### config.mk
export PLATFORM = sky130hd
export DESIGN_NAME = phy_10m_test_control_regs
export DESIGN_NICKNAME = d
export VERILOG_FILES = /design/src/phy10_regs_pkg.sv /design/src/phy_10m_test_control_regs.sv
export SDC_FILE = /design/constraint.sdc
export NUM_CORES = 1
export LEC_CHECK = 0
export BUFFER_PORTS_ARGS = -buffer_cell sky130_fd_sc_hd__buf_2
export CAP_MARGIN = 20
export CELL_PAD_IN_SITES_DETAIL_PLACEMENT = 1
export CELL_PAD_IN_SITES_GLOBAL_PLACEMENT = 1
export CORE_MARGIN = 2
export CORE_UTILIZATION = 34
export DETAILED_ROUTE_END_ITERATION = 12
export MAX_ROUTING_LAYER = met4
export PLACE_DENSITY = 0.77
export SLEW_MARGIN = 0
export SYNTH_ARGS = -nofsm -noshare
export SYNTH_HDL_FRONTEND = slang
export SYNTH_SLANG_ARGS = --single-unit
### constraint.sdc
create_clock -name hclk -period 2.2 [get_ports hclk]
set_input_delay 0.11 -clock hclk [delete_from_list [all_inputs] [get_ports hclk]]
set_output_delay 0.11 -clock hclk [all_outputs]
set_load 0.01 [all_outputs]
### src/phy10_regs_pkg.sv
// Package for the 10 Mb/s control, driver test and second control registers.
// Assumes a single AHB-Lite slave with 32-bit data, one word per register.
package phy10_regs_pkg;

  // ----------------------------------------------------------------------
  // Register offsets (printed offsets are indices, byte address = 4*index)
  // ----------------------------------------------------------------------
  localparam logic [7:0] IDX_TEN_MEG = 8'h1A;
  localparam logic [7:0] IDX_DRV_TEST = 8'h1B;
  localparam logic [7:0] IDX_CTRL2 = 8'h1C;
  localparam logic [7:0] IDX_IRQ_STATUS = 8'h20;
  localparam logic [7:0] IDX_IRQ_MASK = 8'h21;
  localparam logic [7:0] IDX_PHY_STATUS = 8'h22;

  // ----------------------------------------------------------------------
  // Field positions
  // ----------------------------------------------------------------------
  localparam int B_SERIAL = 15;
  localparam int B_SQ_HI = 11;
  localparam int B_SQ_LO = 9;
  localparam int B_ECHO_DIS = 8;
  localparam int B_LP_OFF = 7;
  localparam int B_FORCE_LINK = 6;
  localparam int B_POLARITY = 4;
  localparam int B_SQE_DIS = 1;
  localparam int B_JAB_DIS = 0;
  localparam int B_ERR_HI = 15;
  localparam int B_ERR_LO = 8;
  localparam int B_CONT = 5;
  localparam int B_PAT_EN = 4;
  localparam int B_GAP = 2;
  localparam int B_SOFT_RST = 9;
  localparam int B_PHY_STATUS_REGISTER_POL = 12;

  // Writable masks of the mixed registers
  localparam logic [15:0] TEN_MEG_WMASK = 16'hFFEF;
  localparam logic [15:0] DRV_TEST_WMASK = 16'h00FF;
  localparam logic [15:0] TEN_MEG_RESET = 16'h0804;
  localparam logic [15:0] DRV_TEST_RESET = 16'h0000;
  localparam logic [7:0] ERR_MAX = 8'hFF;

  // Interrupt status bits
  localparam int IRQ_POL = 0;
  localparam int IRQ_ERRSAT = 1;
  localparam int IRQ_SRST = 2;
  localparam int IRQ_W = 3;

  // ----------------------------------------------------------------------
  // Timing: pattern gaps and soft-reset pulse length
  // ----------------------------------------------------------------------
  localparam int CLK_MHZ = 10;
  localparam int GAP_LONG_US = 15;
  localparam int GAP_SHORT_US = 10;
  localparam logic [7:0] GAP_LONG_CYC = 8'(GAP_LONG_US * CLK_MHZ);
  localparam logic [7:0] GAP_SHORT_CYC = 8'(GAP_SHORT_US * CLK_MHZ);
  localparam logic [7:0] PATTERN_BURST_CYC = 8'h10;
  localparam logic [3:0] SRST_CYC = 4'h4;

  // Pattern select codes
  typedef enum logic [1:0] {
    PAT_END_OF_PACKET_TYPE0 = 2'b00,
    PAT_END_OF_PACKET_TYPE1 = 2'b01,
    PAT_LINK_PULSE = 2'b10,
    PAT_TONE = 2'b11
  } pattern_sel_t;

  // Pattern generator states
  typedef enum logic [1:0] {
    PG_OFF = 2'b00,
    PG_SEND = 2'b01,
    PG_GAP = 2'b10
  } pattern_state_t;

endpackage : phy10_regs_pkg

### src/phy_10m_test_control_regs.sv
// Extended 10 Mb/s control, driver test and soft-reset registers, one port.
// Assumes one AHB-Lite master, word transfers only, and a PHY core that
// consumes the decoded controls and supplies the line events.
//
// Contract
// - Serial mode bit routes 10 Mb/s paths through the serial interface, strap reset.
// - Three-bit squelch field resets to 100 and sets the squelch threshold.
// - Half-duplex 10 Mb/s echoes transmit to receive unless echo is disabled.
// - Link pulse off bit stops normal link pulses.
// - Force link bit reports a good 10 Mb/s link whatever the line does.
// - Heartbeat disable acts only in half-duplex 10 Mb/s, else heartbeat off.
// - Jabber disable turns jabber off, 10 Mb/s twisted pair only.
// - Error counter counts errored nibbles, clears on restart, saturates.
// - Continuous bit with self-test sends pseudo-random data with no break.
// - Pattern enable drives the chosen test pattern, else pattern off.
// - Gap bit sets 15 us between sequences when one, 10 us when zero.
// - Select 00 data end_of_packet_type0, 01 data end_of_packet_type1, 10 link pulses, 11 constant ones.
// - Soft reset resets all logic but the registers and clears itself.
// - Reserved bits of the second control register ignore writes, read zero.
//
// The implementer's own choice: the AHB-Lite interface to the registers.
`timescale 1ns/1ps

module phy_10m_test_control_regs
  import phy10_regs_pkg::*;
(
  // Clock and reset
  input wire logic hclk,
  input wire logic hresetn,
  // AHB-Lite slave
  input wire logic hsel,
  input wire logic [31:0] haddr,
  input wire logic [1:0] htrans,
  input wire logic hwrite,
  input wire logic [2:0] hsize,
  input wire logic [31:0] hwdata,
  input wire logic hready,
  output logic [31:0] hrdata,
  output logic hreadyout,
  output logic hresp,
  // Straps and PHY core status
  input wire logic strap_serial,
  input wire logic speed_100,
  input wire logic full_duplex,
  input wire logic line_link_ok,
  input wire logic polarity_inverted,
  input wire logic selftest_run,
  input wire logic selftest_nibble_err,
  // Controls to the PHY core
  output logic serial_network_iface,
  output logic [2:0] squelch_level,
  output logic echo_loop_en,
  output logic normal_link_pulse_en,
  output logic link_good_10m,
  output logic sqe_test_en,
  output logic long_tx_guard_en,
  output logic selftest_continuous,
  output logic core_reset,
  // Common-driver test pattern
  output logic driver_pattern_active,
  output logic [1:0] driver_pattern_kind,
  output logic driver_pattern_gap,
  // Interrupt
  output logic irq
);

  // ----------------------------------------------------------------------
  // Register index arithmetic
  // ----------------------------------------------------------------------
  function automatic logic [7:0] reg_index(input logic [31:0] a);
    reg_index = a[9:2];
  endfunction : reg_index

  // ----------------------------------------------------------------------
  // Storage
  // ----------------------------------------------------------------------
  logic [15:0] ten_meg_status_control;
  logic [15:0] driver_test_selftest_ext;
  logic soft_reset_bit;
  logic [3:0] srst_cnt;
  logic polarity_latch;
  logic [7:0] selftest_nibble_errors;
  logic selftest_run_d;
  logic [IRQ_W-1:0] irq_status;
  logic [IRQ_W-1:0] irq_mask;
  logic strap_pending;
  logic dp_active;
  logic dp_write;
  logic dp_read;
  logic [7:0] dp_index;
  pattern_state_t pg_state;
  pattern_state_t next_pg_state;
  logic [7:0] pg_cnt;

  // ----------------------------------------------------------------------
  // Bus: address phase capture, zero wait states
  // ----------------------------------------------------------------------
  wire addr_valid = hsel && hready && htrans[1];

  // Address phase registered for the data phase
  always_ff @(posedge hclk or negedge hresetn)
  begin
    if (!hresetn)
    begin
      dp_active <= 1'b0;
      dp_write <= 1'b0;
      dp_read <= 1'b0;
      dp_index <= 8'h00;
    end
    else if (hready)
    begin
      dp_active <= addr_valid;
      dp_write <= addr_valid && hwrite;
      dp_read <= addr_valid && !hwrite;
      dp_index <= reg_index(haddr);
    end
  end

  // Register decode in the data phase, one parallel compare per register
  wire wr_ten = dp_write && (dp_index == IDX_TEN_MEG);
  wire wr_drv = dp_write && (dp_index == IDX_DRV_TEST);
  wire wr_c2 = dp_write && (dp_index == IDX_CTRL2);
  wire wr_ist = dp_write && (dp_index == IDX_IRQ_STATUS);
  wire wr_imk = dp_write && (dp_index == IDX_IRQ_MASK);
  wire rd_ten = dp_read && (dp_index == IDX_TEN_MEG);

  // Read values with live fields
  wire [15:0] ten_rd = (ten_meg_status_control & TEN_MEG_WMASK)
                     | (16'(polarity_latch) << B_POLARITY);
  wire [15:0] drv_rd = {selftest_nibble_errors,
                        driver_test_selftest_ext[7:0]};
  wire [15:0] c2_rd = 16'(soft_reset_bit) << B_SOFT_RST;
  wire [15:0] phy_status_register_rd = 16'(polarity_latch) << B_PHY_STATUS_REGISTER_POL;

  // Read mux; unmapped words read zero
  logic [15:0] rd_mux;
  always_comb
  begin
    if (dp_index == IDX_TEN_MEG)
      rd_mux = ten_rd;
    else if (dp_index == IDX_DRV_TEST)
      rd_mux = drv_rd;
    else if (dp_index == IDX_CTRL2)
      rd_mux = c2_rd;
    else if (dp_index == IDX_IRQ_STATUS)
      rd_mux = 16'(irq_status);
    else if (dp_index == IDX_IRQ_MASK)
      rd_mux = 16'(irq_mask);
    else if (dp_index == IDX_PHY_STATUS)
      rd_mux = phy_status_register_rd;
    else
      rd_mux = 16'h0000;
  end

  assign hrdata = dp_read ? {16'h0000, rd_mux} : 32'h0000_0000;
  assign hreadyout = 1'b1;
  assign hresp = 1'b0;

  // ----------------------------------------------------------------------
  // 10 Mb/s status/control register
  // ----------------------------------------------------------------------
  // Strap is caught by a clocked load after reset release, not by the reset
  always_ff @(posedge hclk or negedge hresetn)
  begin
    if (!hresetn)
    begin
      ten_meg_status_control <= TEN_MEG_RESET;
      strap_pending <= 1'b1;
    end
    else if (strap_pending)
    begin
      ten_meg_status_control[B_SERIAL] <= strap_serial;
      strap_pending <= 1'b0;
    end
    else if (wr_ten)
      ten_meg_status_control <= hwdata[15:0] & TEN_MEG_WMASK;
  end

  // Polarity latch: a new event wins over the clearing read
  always_ff @(posedge hclk or negedge hresetn)
  begin
    if (!hresetn)
      polarity_latch <= 1'b0;
    else if (polarity_inverted)
      polarity_latch <= 1'b1;
    else if (rd_ten)
      polarity_latch <= 1'b0;
  end

  // ----------------------------------------------------------------------
  // Driver test / self-test register
  // ----------------------------------------------------------------------
  always_ff @(posedge hclk or negedge hresetn)
  begin
    if (!hresetn)
      driver_test_selftest_ext <= DRV_TEST_RESET;
    else if (wr_drv)
      driver_test_selftest_ext <= hwdata[15:0] & DRV_TEST_WMASK;
  end

  // Error counter, restarted by a fresh self-test start or soft reset
  wire st_restart = selftest_run && !selftest_run_d;
  wire err_at_max = (selftest_nibble_errors == ERR_MAX);
  always_ff @(posedge hclk or negedge hresetn)
  begin
    if (!hresetn)
    begin
      selftest_nibble_errors <= 8'h00;
      selftest_run_d <= 1'b0;
    end
    else
    begin
      selftest_run_d <= selftest_run;
      if (st_restart || core_reset)
        selftest_nibble_errors <= 8'h00;
      else if (selftest_run && selftest_nibble_err && !err_at_max)
        selftest_nibble_errors <= selftest_nibble_errors + 8'h01;
    end
  end

  // ----------------------------------------------------------------------
  // Second control register: self-clearing soft reset
  // ----------------------------------------------------------------------
  // Pulse held a few cycles so slow core logic sees it; settings kept, error count cleared
  always_ff @(posedge hclk or negedge hresetn)
  begin
    if (!hresetn)
    begin
      soft_reset_bit <= 1'b0;
      srst_cnt <= 4'h0;
    end
    else if (wr_c2 && hwdata[B_SOFT_RST])
    begin
      soft_reset_bit <= 1'b1;
      srst_cnt <= SRST_CYC;
    end
    else if (srst_cnt != 4'h0)
      srst_cnt <= srst_cnt - 4'h1;
    else
      soft_reset_bit <= 1'b0;
  end
  assign core_reset = soft_reset_bit;

  // ----------------------------------------------------------------------
  // Decoded controls to the core
  // ----------------------------------------------------------------------
  wire half_10m = !speed_100 && !full_duplex;
  assign serial_network_iface = ten_meg_status_control[B_SERIAL]
                              && !speed_100;
  assign squelch_level = ten_meg_status_control[B_SQ_HI:B_SQ_LO];
  assign echo_loop_en = half_10m
                      && !ten_meg_status_control[B_ECHO_DIS];
  assign normal_link_pulse_en = !ten_meg_status_control[B_LP_OFF]
                              && !core_reset;
  assign link_good_10m = ten_meg_status_control[B_FORCE_LINK]
                       || line_link_ok;
  assign sqe_test_en = half_10m
                     && !ten_meg_status_control[B_SQE_DIS];
  assign long_tx_guard_en = !speed_100
                          && !ten_meg_status_control[B_JAB_DIS];
  assign selftest_continuous = driver_test_selftest_ext[B_CONT]
                             && selftest_run;

  // ----------------------------------------------------------------------
  // Common-driver pattern sequencer: burst, then timed gap
  // ----------------------------------------------------------------------
  wire pat_en = driver_test_selftest_ext[B_PAT_EN] && !core_reset;
  wire [1:0] pat_sel = driver_test_selftest_ext[1:0];
  wire pat_tone = (pat_sel == PAT_TONE);
  wire [7:0] gap_len = driver_test_selftest_ext[B_GAP] ? GAP_LONG_CYC
                                                       : GAP_SHORT_CYC;
  wire pg_done = (pg_cnt == 8'h00);

  // Next state; the tone pattern never pauses
  always_comb
  begin
    next_pg_state = pg_state;
    case (pg_state)
      PG_OFF:
        if (pat_en)
          next_pg_state = PG_SEND;
      PG_SEND:
        if (!pat_en)
          next_pg_state = PG_OFF;
        else if (pg_done && !pat_tone)
          next_pg_state = PG_GAP;
      PG_GAP:
        if (!pat_en)
          next_pg_state = PG_OFF;
        else if (pg_done)
          next_pg_state = PG_SEND;
      default:
        next_pg_state = PG_OFF;
    endcase
  end

  // State and the shared burst/gap counter
  always_ff @(posedge hclk or negedge hresetn)
  begin
    if (!hresetn)
    begin
      pg_state <= PG_OFF;
      pg_cnt <= 8'h00;
    end
    else
    begin
      pg_state <= next_pg_state;
      if (next_pg_state != pg_state)
        pg_cnt <= (next_pg_state == PG_GAP) ? gap_len - 8'h01
                                            : PATTERN_BURST_CYC - 8'h01;
      else if (!pg_done)
        pg_cnt <= pg_cnt - 8'h01;
    end
  end

  // Registered pattern outputs
  always_ff @(posedge hclk or negedge hresetn)
  begin
    if (!hresetn)
    begin
      driver_pattern_active <= 1'b0;
      driver_pattern_kind <= 2'b00;
      driver_pattern_gap <= 1'b0;
    end
    else
    begin
      driver_pattern_active <= (next_pg_state == PG_SEND);
      driver_pattern_kind <= pat_sel;
      driver_pattern_gap <= (next_pg_state == PG_GAP);
    end
  end

  // ----------------------------------------------------------------------
  // Interrupts: sticky status, write one to clear, set wins
  // ----------------------------------------------------------------------
  logic err_at_max_d;
  wire [IRQ_W-1:0] irq_set = {wr_c2 && hwdata[B_SOFT_RST],
                              err_at_max && !err_at_max_d,
                              polarity_inverted};
  always_ff @(posedge hclk or negedge hresetn)
  begin
    if (!hresetn)
    begin
      irq_status <= '0;
      irq_mask <= '0;
      err_at_max_d <= 1'b0;
    end
    else
    begin
      err_at_max_d <= err_at_max;
      irq_status <= (irq_status & ~(wr_ist ? hwdata[IRQ_W-1:0] : '0))
                  | irq_set;
      if (wr_imk)
        irq_mask <= hwdata[IRQ_W-1:0];
    end
  end
  assign irq = |(irq_status & irq_mask);
endmodule : phy_10m_test_control_regs

==> metrics.txt, run 1 <==
status completed; Distinct cells, synth 55; All-Layer GR Usage 0.1801; RR Endpoint pg_cnt[6]; Mapped Area 3611 um2; Clock Skews 0.009959 ns; min-delay src haddr[6]; die area 11460 um2; filler cell count in the final layout 1172; # rows 37; maximum vdd drop 0.2788 mV; Initial Util 0.3498; kind of critical path flop to flop; vias 2934; CP top delay family compound AO/OA/AOI/OAI gates; Avg Vias per Cell 5.138; grt ovf 0; clk sink count 70; final hold viol count 0; sequential fraction of the synthesis area 0.4861; IO buf count 68; largest cells by area after synthesis dfrtp_1, mux2_2, buf_4; CP max stage delay 0.39 ns; gpl congestion 0.8850; hold_ws 0.006024 ns; Tmin final 2.113 ns; Max clock buf depth 2; switch share 0.2879; Final ANT Viol Nets 0; Core Region 10320 um2; Fmax 473.4 MHz; hpwl dp 7.119 mm; H-Tree Depth 3; I/O pins 131; number of synthesized flops with an enable pin 0; P_sw 0.8708 mW; WHS Endpoint dp_index[4]; Arr. time, crit path 2.33 ns; initial antenna violation count 0; crit path buf inv count 2; leak pwr 2.066 nW; n_diodes 0; largest net degree at the start of global routing 71; Pwr Total 3.024 mW; Nets 515; Synth area leader dfrtp_1; first-pass GRT wire length 15.67 mm; number of global-route vias before repair 3070; Die Ht 107.1 um; Starting DRT DRC Count 144; Post-Layout Cell Count 571; Clock Tree Root clkbuf_8; layout cell share with drive strength beyond 1 0.3379; post-synthesis register bit count 70; CP Data Required Time 2.42 ns; Final Setup Violations 0; placed insts 545; CTS tree yes; Gate Count Post-Synth 339; sequential share of power 0.505; max-slew violations 0; commonest cells in the netlist dfrtp_1, mux2_2, buf_4, nor2_1; Synth Flop Type dfrtp_1; sequence of cells on the critical path inv_1 > ha_2 > or3b_4 > o211a_1 > a211o_1 > buf_4 > mux2i_1; # DRC 0; Clk pwr share 0.319; drt first pass iters 4; Slew @ Worst Pin 0.7271 ns; DIE WIDTH 107.1 um; drt wl/cell 17.02 um; max-cap viol count 0; HP Class input port to flop; Relative slew margins 0.5153; crit start category flop; clock-pin slew on the worst setup and hold paths 0.08 ns; Synth top area share 0.4643; internal power 2.153 mW; Layout area overhead 22.77%; CTS Buf Count 9; slowest CP cell or3b_4; Clk Latency, worst-skew pair 0.35 ns; Syn Area/Cell 10.65 um2; most instantiated library cell after synthesis dfrtp_1; CP endpoint kind flop; FF-to-FF Start pg_cnt[0]; Logic pwr share 0.176; WL final 9.720 mm; setup slack, reg-to-reg 0.09 ns; yosys synthesis warning count 0; Worst Reg-to-Reg Cells 7; PD cells 682.2 nW/um2; Period Utilization, post-route 0.9602; share of synthesized registers carrying an async set or reset 1.000; CP max FO 5; hold path cells 2
## worst register-to-register path, stage by stage, from the launching register on
cell and delay (ns):
dfrtp_1 0.38, inv_1 0.10, ha_2 0.21, or3b_4 0.39, o211a_1 0.26, a211o_1 0.34
buf_4 0.18, mux2i_1 0.12
## final cells by class
type	count	area, um2	area share
Multi-Input combinational cell	237	1672	0.3771
Sequential cell	70	1755	0.3960
Clock inverter	1	5.005	0.001129
Clock buffer	14	172.7	0.03895
Tap cell	136	170.2	0.03839
Inverter	17	63.81	0.01439
Timing Repair Buffer	96	594.3	0.1341
## cell families (layout without fill, tap and decap cells)
| family | Yosys count | in the layout | share of synthesized area |
|---|---|---|---|
| compound gates | 67 | 67 | 0.1299 |
| xor+xnor | 7 | 7 | 0.01698 |
| fa+ha+maj | 3 | 3 | 0.01040 |
| buf+inv | 49 | 128 | 0.07519 |
| flops | 70 | 70 | 0.4861 |
| mux | 42 | 42 | 0.1296 |
| other cells | 2 | 19 | 0.002080 |
| simple gates | 99 | 99 | 0.1497 |
## worst max-delay path by stage
stage,start,to,slack [ns],depth (start not counted)
after floorplan,pg_cnt[0],pg_cnt[2],0.04,8
final,pg_cnt[0],pg_cnt[6],0.09,7
after global routing,pg_cnt[0],pg_cnt[1],-0.01,7
after CTS,dp_index[3],hrdata[15],0.02,7
after detailed placement,pg_cnt[0],pg_cnt[1],0.06,7
after global placement,pg_cnt[0],pg_cnt[2],0.15,6
## cells in the final DEF (no fill, tap or decap), types with 3 or more instances in the layout
cell and count:
buf_2 68, dfrtp_1 67, mux2_2 34, nor2_1 21
conb_1 19, inv_1 17, o21ai_0 17, nand2_1 16
buf_4 15, clkbuf_8 12, a22o_1 11, a21oi_1 11
dlygate4sd3_1 11, nand3_1 8, nand2b_1 7, nor3_1 7
mux2i_1 7, nand4_1 6, or3_1 6, o31ai_1 5
xnor2_1 4, and2_1 3, nor2b_1 3, xor2_1 3
or4_1 3, dfstp_2 3
## through the flow
stage	instance area [um2]	TNS (ns)	worst slack, ns	util
floorplan	3675	0	0.03866	-
global placement	4118	0	0.1474	0.3989
finish	4433	0	0.08748	0.4294
CTS	4405	0	0.02179	0.4267
global route	4433	-0.01374	-0.01374	0.4294
detailed placement	4118	0	0.06044	0.3989
## sequential cells by signal (all words and copies together), names as in the netlist
signal,flops
core_reset,1
dp_index,8
dp_read,1
dp_write,1
driver_pattern_active,1
driver_pattern_gap,1
driver_pattern_kind,2
driver_test_selftest_ext,8
err_at_max_d,1
irq_mask,3
irq_status,3
pg_cnt,8
pg_state,2
polarity_latch,1
selftest_nibble_errors,8
selftest_run_d,1
srst_cnt,4
strap_pending,1
ten_meg_status_control,15
## repair_timing
action                                  CTS  global route
hold buffers                             11             0
gates resized for setup                   0             9
buffers inserted                          0             0
endpoints found under the setup margin    0            20
hold endpoints to repair                 78             0
## routing by layer
metal,global-route usage,up-vias,routed length (um)
met2,0.2966,81,4899
met5,-,-,0
met3,0.03891,23,323
met4,0.07699,0,273
li1,-,1367,-
met1,0.2132,1463,4223
## power groups by stage
stage          Clock [mW]  Combinational, mW  Sequential (mW)
2_1_floorplan           0              0.364             1.52
3_3_place_gp            0              0.479             1.54
3_5_place_dp            0              0.513             1.55
4_1_cts             0.989              0.531             1.53
5_1_grt              1.04              0.600             1.54
6_report            0.965              0.531             1.53
(Power assumes the default switching activity.)
==> run 2, diff against run 1 <==
PLACE_DENSITY = not set   (was 0.77)
PLACE_DENSITY_LB_ADDON = 0.1   (was not set)
==> run 2 against run 1 <==
Cell count up 1.8%. Register-to-register slack better by 0.03 ns. Routed wire length fell by 3.5%. Utilization grew 1.4 points. Critical path depth shrank 1. Clock skew is 0.0040 ns lower. Clock-buffer cell count shrank 4. Clock power rose by 30%.
==> metrics.txt, run 2 (synthesis gave the netlist of run 1 again) <==
status completed (unchanged); Clock Skews 0.005992 ns (was 0.009959 ns); Clock Tree Root clkbuf_8 (unchanged); storage element area 1755 um2 (unchanged); Pwr Total 3.310 mW (was 3.024 mW); met3 Use GR 0.02796 (was 0.03891); I/O pins 131 (unchanged); Final Setup Violations 0 (unchanged); CP max FO 4 (was 5); Worst Reg-to-Reg Cells 6 (was 7); Arr. time, crit path 2.30 ns (was 2.33 ns); PD cells 723.8 nW/um2 (was 682.2 nW/um2); clk sink count 70 (unchanged); n_diodes 0 (unchanged); Crit. path cell count 6 (was 7); largest net degree at the start of global routing 29 (was 71); max reg flops 15 (unchanged); Relative slew margins 0.4629 (was 0.5153); filler cell count in the final layout 1179 (was 1172); crit start category flop (unchanged); kind of critical path flop to flop (unchanged); global-route layer with the greatest usage met2 (unchanged); CTS tree yes (unchanged); Period Utilization, post-route 0.9449 (was 0.9602); layout cell share with drive strength beyond 1 0.3393 (was 0.3379); most frequent cells in the layout buf_2, dfrtp_1, mux2_2 (unchanged); final hold viol count 0 (unchanged); largest reg by FF count ten_meg_status_control (unchanged); max-cap viol count 0 (unchanged); met2 Use GR 0.2988 (was 0.2966); Die Ht 107.1 um (unchanged); Fmax 481.1 MHz (was 473.4 MHz); CP top delay family compound AO/OA/AOI/OAI gates (unchanged); maximum vdd drop 0.2866 mV (was 0.2788 mV); crit path buf inv count 1 (was 2); unrepaired setup endpoints after global routing no; vias 2882 (was 2934); clock-pin slew on the worst setup and hold paths 0.08 ns (about the same); post-route setup slack 0.1213 ns (was 0.08748 ns); multi-input logic area 1672 um2 (unchanged); max-slew violations 0 (unchanged); CTS Buf Count 9 (unchanged); Layout area overhead 26.65% (was 22.77%); # rows 37 (unchanged); WL final 9.384 mm (was 9.720 mm); H-Tree Depth 3 (unchanged); Tmin final 2.079 ns (was 2.113 ns); initial antenna violation count 0 (unchanged); Nets 524 (was 515); IO buf count 68 (unchanged); CP endpoint kind flop (unchanged); HP Class input port to flop (unchanged); grt ovf 0 (unchanged); hold path cells 2 (unchanged); All-Layer GR Usage 0.1796 (was 0.1801); leak pwr 2.128 nW (was 2.066 nW); CP Data Required Time 2.43 ns (was 2.42 ns); gpl congestion 0.7968 (was 0.8850); die area 11460 um2 (unchanged); Slew @ Worst Pin 0.8039 ns (was 0.7271 ns); Core Region 10320 um2 (unchanged); first-pass GRT wire length 15.57 mm (was 15.67 mm); met1 usage 0.2237 (was 0.2132); worst slack at placement 0.06077 ns (was 0.06044 ns); Avg Vias per Cell 4.960 (was 5.138); placed cell area 4140 um2 (was 4118 um2); Max clock buf depth 2 (unchanged); hpwl dp 6.952 mm (was 7.119 mm); Final ANT Viol Nets 0 (unchanged); CP max stage delay 0.42 ns (was 0.39 ns); # DRC 0 (unchanged); drt first pass iters 4 (unchanged); number of global-route vias before repair 3045 (was 3070); drt wl/cell 16.15 um (was 17.02 um); Starting DRT DRC Count 91 (was 144); hold_ws 0.007865 ns (was 0.006024 ns); Initial Util 0.3498 (unchanged); commonest non-fill, non-tap cell in the layout buf_2 (unchanged); Fin Setup TNS 0 ns (unchanged); sequence of cells on the critical path inv_1 > ha_1 > or3b_4 > o211a_1 > a211o_1 > mux2_4 (was inv_1 > ha_2 > or3b_4 > o211a_1 > a211o_1 > buf_4 > mux2i_1); slowest CP cell or3b_4 (unchanged); Clk Latency, worst-skew pair 0.34 ns (was 0.35 ns); DIE WIDTH 107.1 um (unchanged); Design Area, Final 4573 um2 (was 4433 um2)
-- run 2: cell types whose count changed in the layout (fill, tap and decap cells not counted), moves of 2 or more --
| cell | before | now |
|---|---|---|
| buf_4 | 15 | 19 |
| clkinvlp_4 | 0 | 2 |
| dlygate4sd3_1 | 11 | 16 |
| bufinv_16 | 0 | 3 |
| clkbuf_8 | 12 | 9 |
-- run 2: through the flow --
step / utilization / std cells
final: 0.4430 / 581
after global routing: 0.4430 / 581
after CTS: 0.4386 / 579
after global placement: 0.4010 / 548
after detailed placement: 0.4010 / 548
after floorplan: - / 356
-- run 2: power by group --
group          internal [mW]  total (mW)  leakage (nW)  switching, mW
logic                  0.255       0.529          1.18          0.274
registers               1.41        1.53         0.840          0.118
clock network          0.752        1.25         0.112          0.501
total                   2.42        3.31          2.13          0.893
-- run 2: cell type report --
cell class                      count  share of cell area
Inverter                           17             0.01395
Multi-Input combinational cell    237              0.3655
Tap cell                          136             0.03721
Clock inverter                      6             0.02408
Timing Repair Buffer              105              0.1475
Sequential cell                    70              0.3839
Clock buffer                       10             0.02791
-- run 2: routing by layer --
layer / vias up / wire (um)
li1: 1382 / -
met4: 0 / 154
met2: 48 / 4669
met1: 1437 / 4338
met3: 15 / 221
met5: - / 0
-- run 2: worst paths after layout --
path / endpoint / slack [ns] / startpoint
max: pg_cnt[2] / 0.12 / pg_cnt[0]
min: dp_index[6] / 0.008 / haddr[8]
max reg2reg: pg_cnt[2] / 0.12 / pg_cnt[0]
min reg2reg: irq_status[1] / 0.43 / err_at_max_d
max in group asynchronous: ten_meg_status_control[11] / 1.44 / hresetn
min in group asynchronous: ten_meg_status_control[15] / 0.18 / hresetn
-- run 2: what timing repair did --
item                                   in CTS  in global routing
buffers inserted                            0                  1
hold buffers                               15                  1
endpoints found under the hold margin      65                  1
setup endpoints to repair                   0                 16
gates resized for setup                     0                  7
==> run 3, diff against run 2 <==
CORE_ASPECT_RATIO = 1.2   (was not set)
GPL_TIMING_DRIVEN = 0   (was not set)
==> run 3 against run 2 <==
Sequential cell count did not move. Register-to-register slack got worse by 0.06 ns. Via count rose by 1.1%. Cell area rose by 1.5%. Clock-buffer cell count rose by 1. Clock power rose by 17%. Routed wire length rose by 0.97%. Clock skew barely moved. Combinational power rose by 3.8%. Utilization rose by 0.28 points. Critical path type unchanged. Largest cell class unchanged.
==> metrics.txt, run 3 (synthesis gave the netlist of run 1 again) <==
largest reg by FF count ten_meg_status_control (unchanged); CP top delay family simple AND/OR/NAND/NOR gates (was compound AO/OA/AOI/OAI gates); slowest CP cell or4_4 (was or3b_4); DIE WIDTH 98.08 um (was 107.1 um); number of global-route vias before repair 2967 (was 3045); initial antenna violation count 0 (unchanged); Clock Skews 0.005596 ns (was 0.005992 ns); Nets 527 (was 524); setup slack, reg-to-reg 0.06 ns (was 0.12 ns); CTS Buf Count 9 (unchanged); Clock Tree Root clkbuf_16 (was clkbuf_8); kind of critical path flop to flop (unchanged); vias 2913 (was 2882); post-route setup slack 0.05683 ns (was 0.1213 ns); Initial Util 0.3467 (was 0.3498); Final ANT Viol Nets 0 (unchanged); die area 11460 um2 (about the same); max-slew violations 0 (unchanged); max reg flops 15 (unchanged); commonest non-fill, non-tap cell in the layout buf_2 (unchanged); leak pwr 2.164 nW (was 2.128 nW); Util after Layout 0.4458 (was 0.4430); Pwr Total 3.542 mW (was 3.310 mW); PD cells 763.1 nW/um2 (was 723.8 nW/um2); unrepaired setup endpoints after global routing no (unchanged); CP endpoint kind flop (unchanged); placed cell area 4207 um2 (was 4140 um2); IO buf count 68 (unchanged); FF-to-FF Start pg_cnt[6] (was pg_cnt[0]); Avg Vias per Cell 5.049 (was 4.960); Worst Reg-to-Reg Cells 5 (was 6); Core Region 10410 um2 (was 10320 um2); worst slack at placement -0.2070 ns (was 0.06077 ns); H-Tree Depth 3 (unchanged); n_diodes 0 (unchanged); crit start category flop (unchanged); Die Ht 116.9 um (was 107.1 um); # DRC 0 (unchanged); final hold viol count 0 (unchanged); crit path buf inv count 1 (unchanged); Starting DRT DRC Count 101 (was 91); layout cell share with drive strength beyond 1 0.3817 (was 0.3393); most frequent cells in the layout buf_2, dfrtp_1, mux2_2 (unchanged); drt first pass iters 4 (unchanged); min-delay src hwdata[13] (was haddr[8]); WHS Endpoint ten_meg_status_control[13] (was dp_index[6]); status completed (unchanged); Post-Layout Cell Count 577 (was 581); CP max FO 6 (was 4); All-Layer GR Usage 0.1759 (was 0.1796); first-pass GRT wire length 15.37 mm (was 15.57 mm); clk sink count 70 (unchanged); CP Data Required Time 2.41 ns (was 2.43 ns); Arr. time, crit path 2.36 ns (was 2.30 ns); grt ovf 0 (unchanged); Slew @ Worst Pin 0.6986 ns (was 0.8039 ns); maximum vdd drop 0.4253 mV (was 0.2866 mV); HP Class input port to flop (unchanged); Relative slew margins 0.5307 (was 0.4629); CTS tree yes (unchanged); Period Utilization, post-route 0.9742 (was 0.9449); Clk Latency, worst-skew pair 0.33 ns (was 0.34 ns); Design Area, Final 4642 um2 (was 4573 um2); drt wl/cell 16.42 um (was 16.15 um); Layout area overhead 28.55% (was 26.65%); WL final 9.475 mm (was 9.384 mm); largest net degree at the start of global routing 57 (was 29); Final Setup Violations 0 (unchanged); placed insts 554 (was 548); I/O pins 131 (unchanged); clock-pin slew on the worst setup and hold paths 0.06 ns (was 0.08 ns); CP max stage delay 0.59 ns (was 0.42 ns); RR Endpoint pg_cnt[2] (unchanged); hold_ws 0.007851 ns (was 0.007865 ns); hold path cells 2 (unchanged); Fin Setup TNS 0 ns (unchanged); sequence of cells on the critical path or4_4 > o211a_4 > a211o_1 > buf_6 > mux2_4 (was inv_1 > ha_1 > or3b_4 > o211a_1 > a211o_1 > mux2_4); Fmax 466.6 MHz (was 481.1 MHz); max-cap viol count 0 (unchanged); # rows 41 (was 37); hpwl dp 7.015 mm (was 6.952 mm); Tmin final 2.143 ns (was 2.079 ns); Max clock buf depth 2 (unchanged); gpl congestion 0.7871 (was 0.7968)
## run 3: report_power, final
part	switching (mW)	internal, mW	leakage [nW]
Clock	0.553	0.909	0.142
Combinational	0.282	0.267	1.18
Sequential	0.119	1.41	0.839
## run 3: cell type report
class | instances | area [um2]
multi-input combinational | 237 | 1704
inverter | 17 | 63.81
clock inverter | 5 | 58.81
clock buffer | 11 | 242.7
buffer | 30 | 209.0
fill | 1188 | 5772
sequential | 70 | 1757
tap | 129 | 161.4
timing repair buffer | 78 | 445.4
## run 3: routing by layer
metal | up-vias | part of all wire | GRT usage
li1 | 1391 | - | -
met1 | 1449 | 0.42 | 0.2067
met2 | 56 | 0.53 | 0.3068
met3 | 17 | 0.030 | 0.02553
met4 | 0 | 0.020 | 0.06944
met5 | - | 0 | -
## run 3: worst max-delay path by stage
stage	start	to	slack, ns	cells past startpoint
global placement	dp_index[5]	hrdata[14]	-0.13	7
floorplan	pg_cnt[0]	pg_cnt[2]	0.04	8
global route	pg_cnt[6]	pg_cnt[2]	0.01	5
finish	pg_cnt[6]	pg_cnt[2]	0.06	5
CTS	pg_cnt[0]	pg_cnt[2]	0.002	7
detailed placement	pg_cnt[0]	pg_cnt[2]	-0.21	7
## run 3: what timing repair did
item,CTS,global route
resized for setup,12,10
pin swaps,2,1
hold buffers,3,0
endpoints found under the hold margin,69,0
gates cloned,0,0
buffers inserted,2,4
setup endpoints to repair,33,27
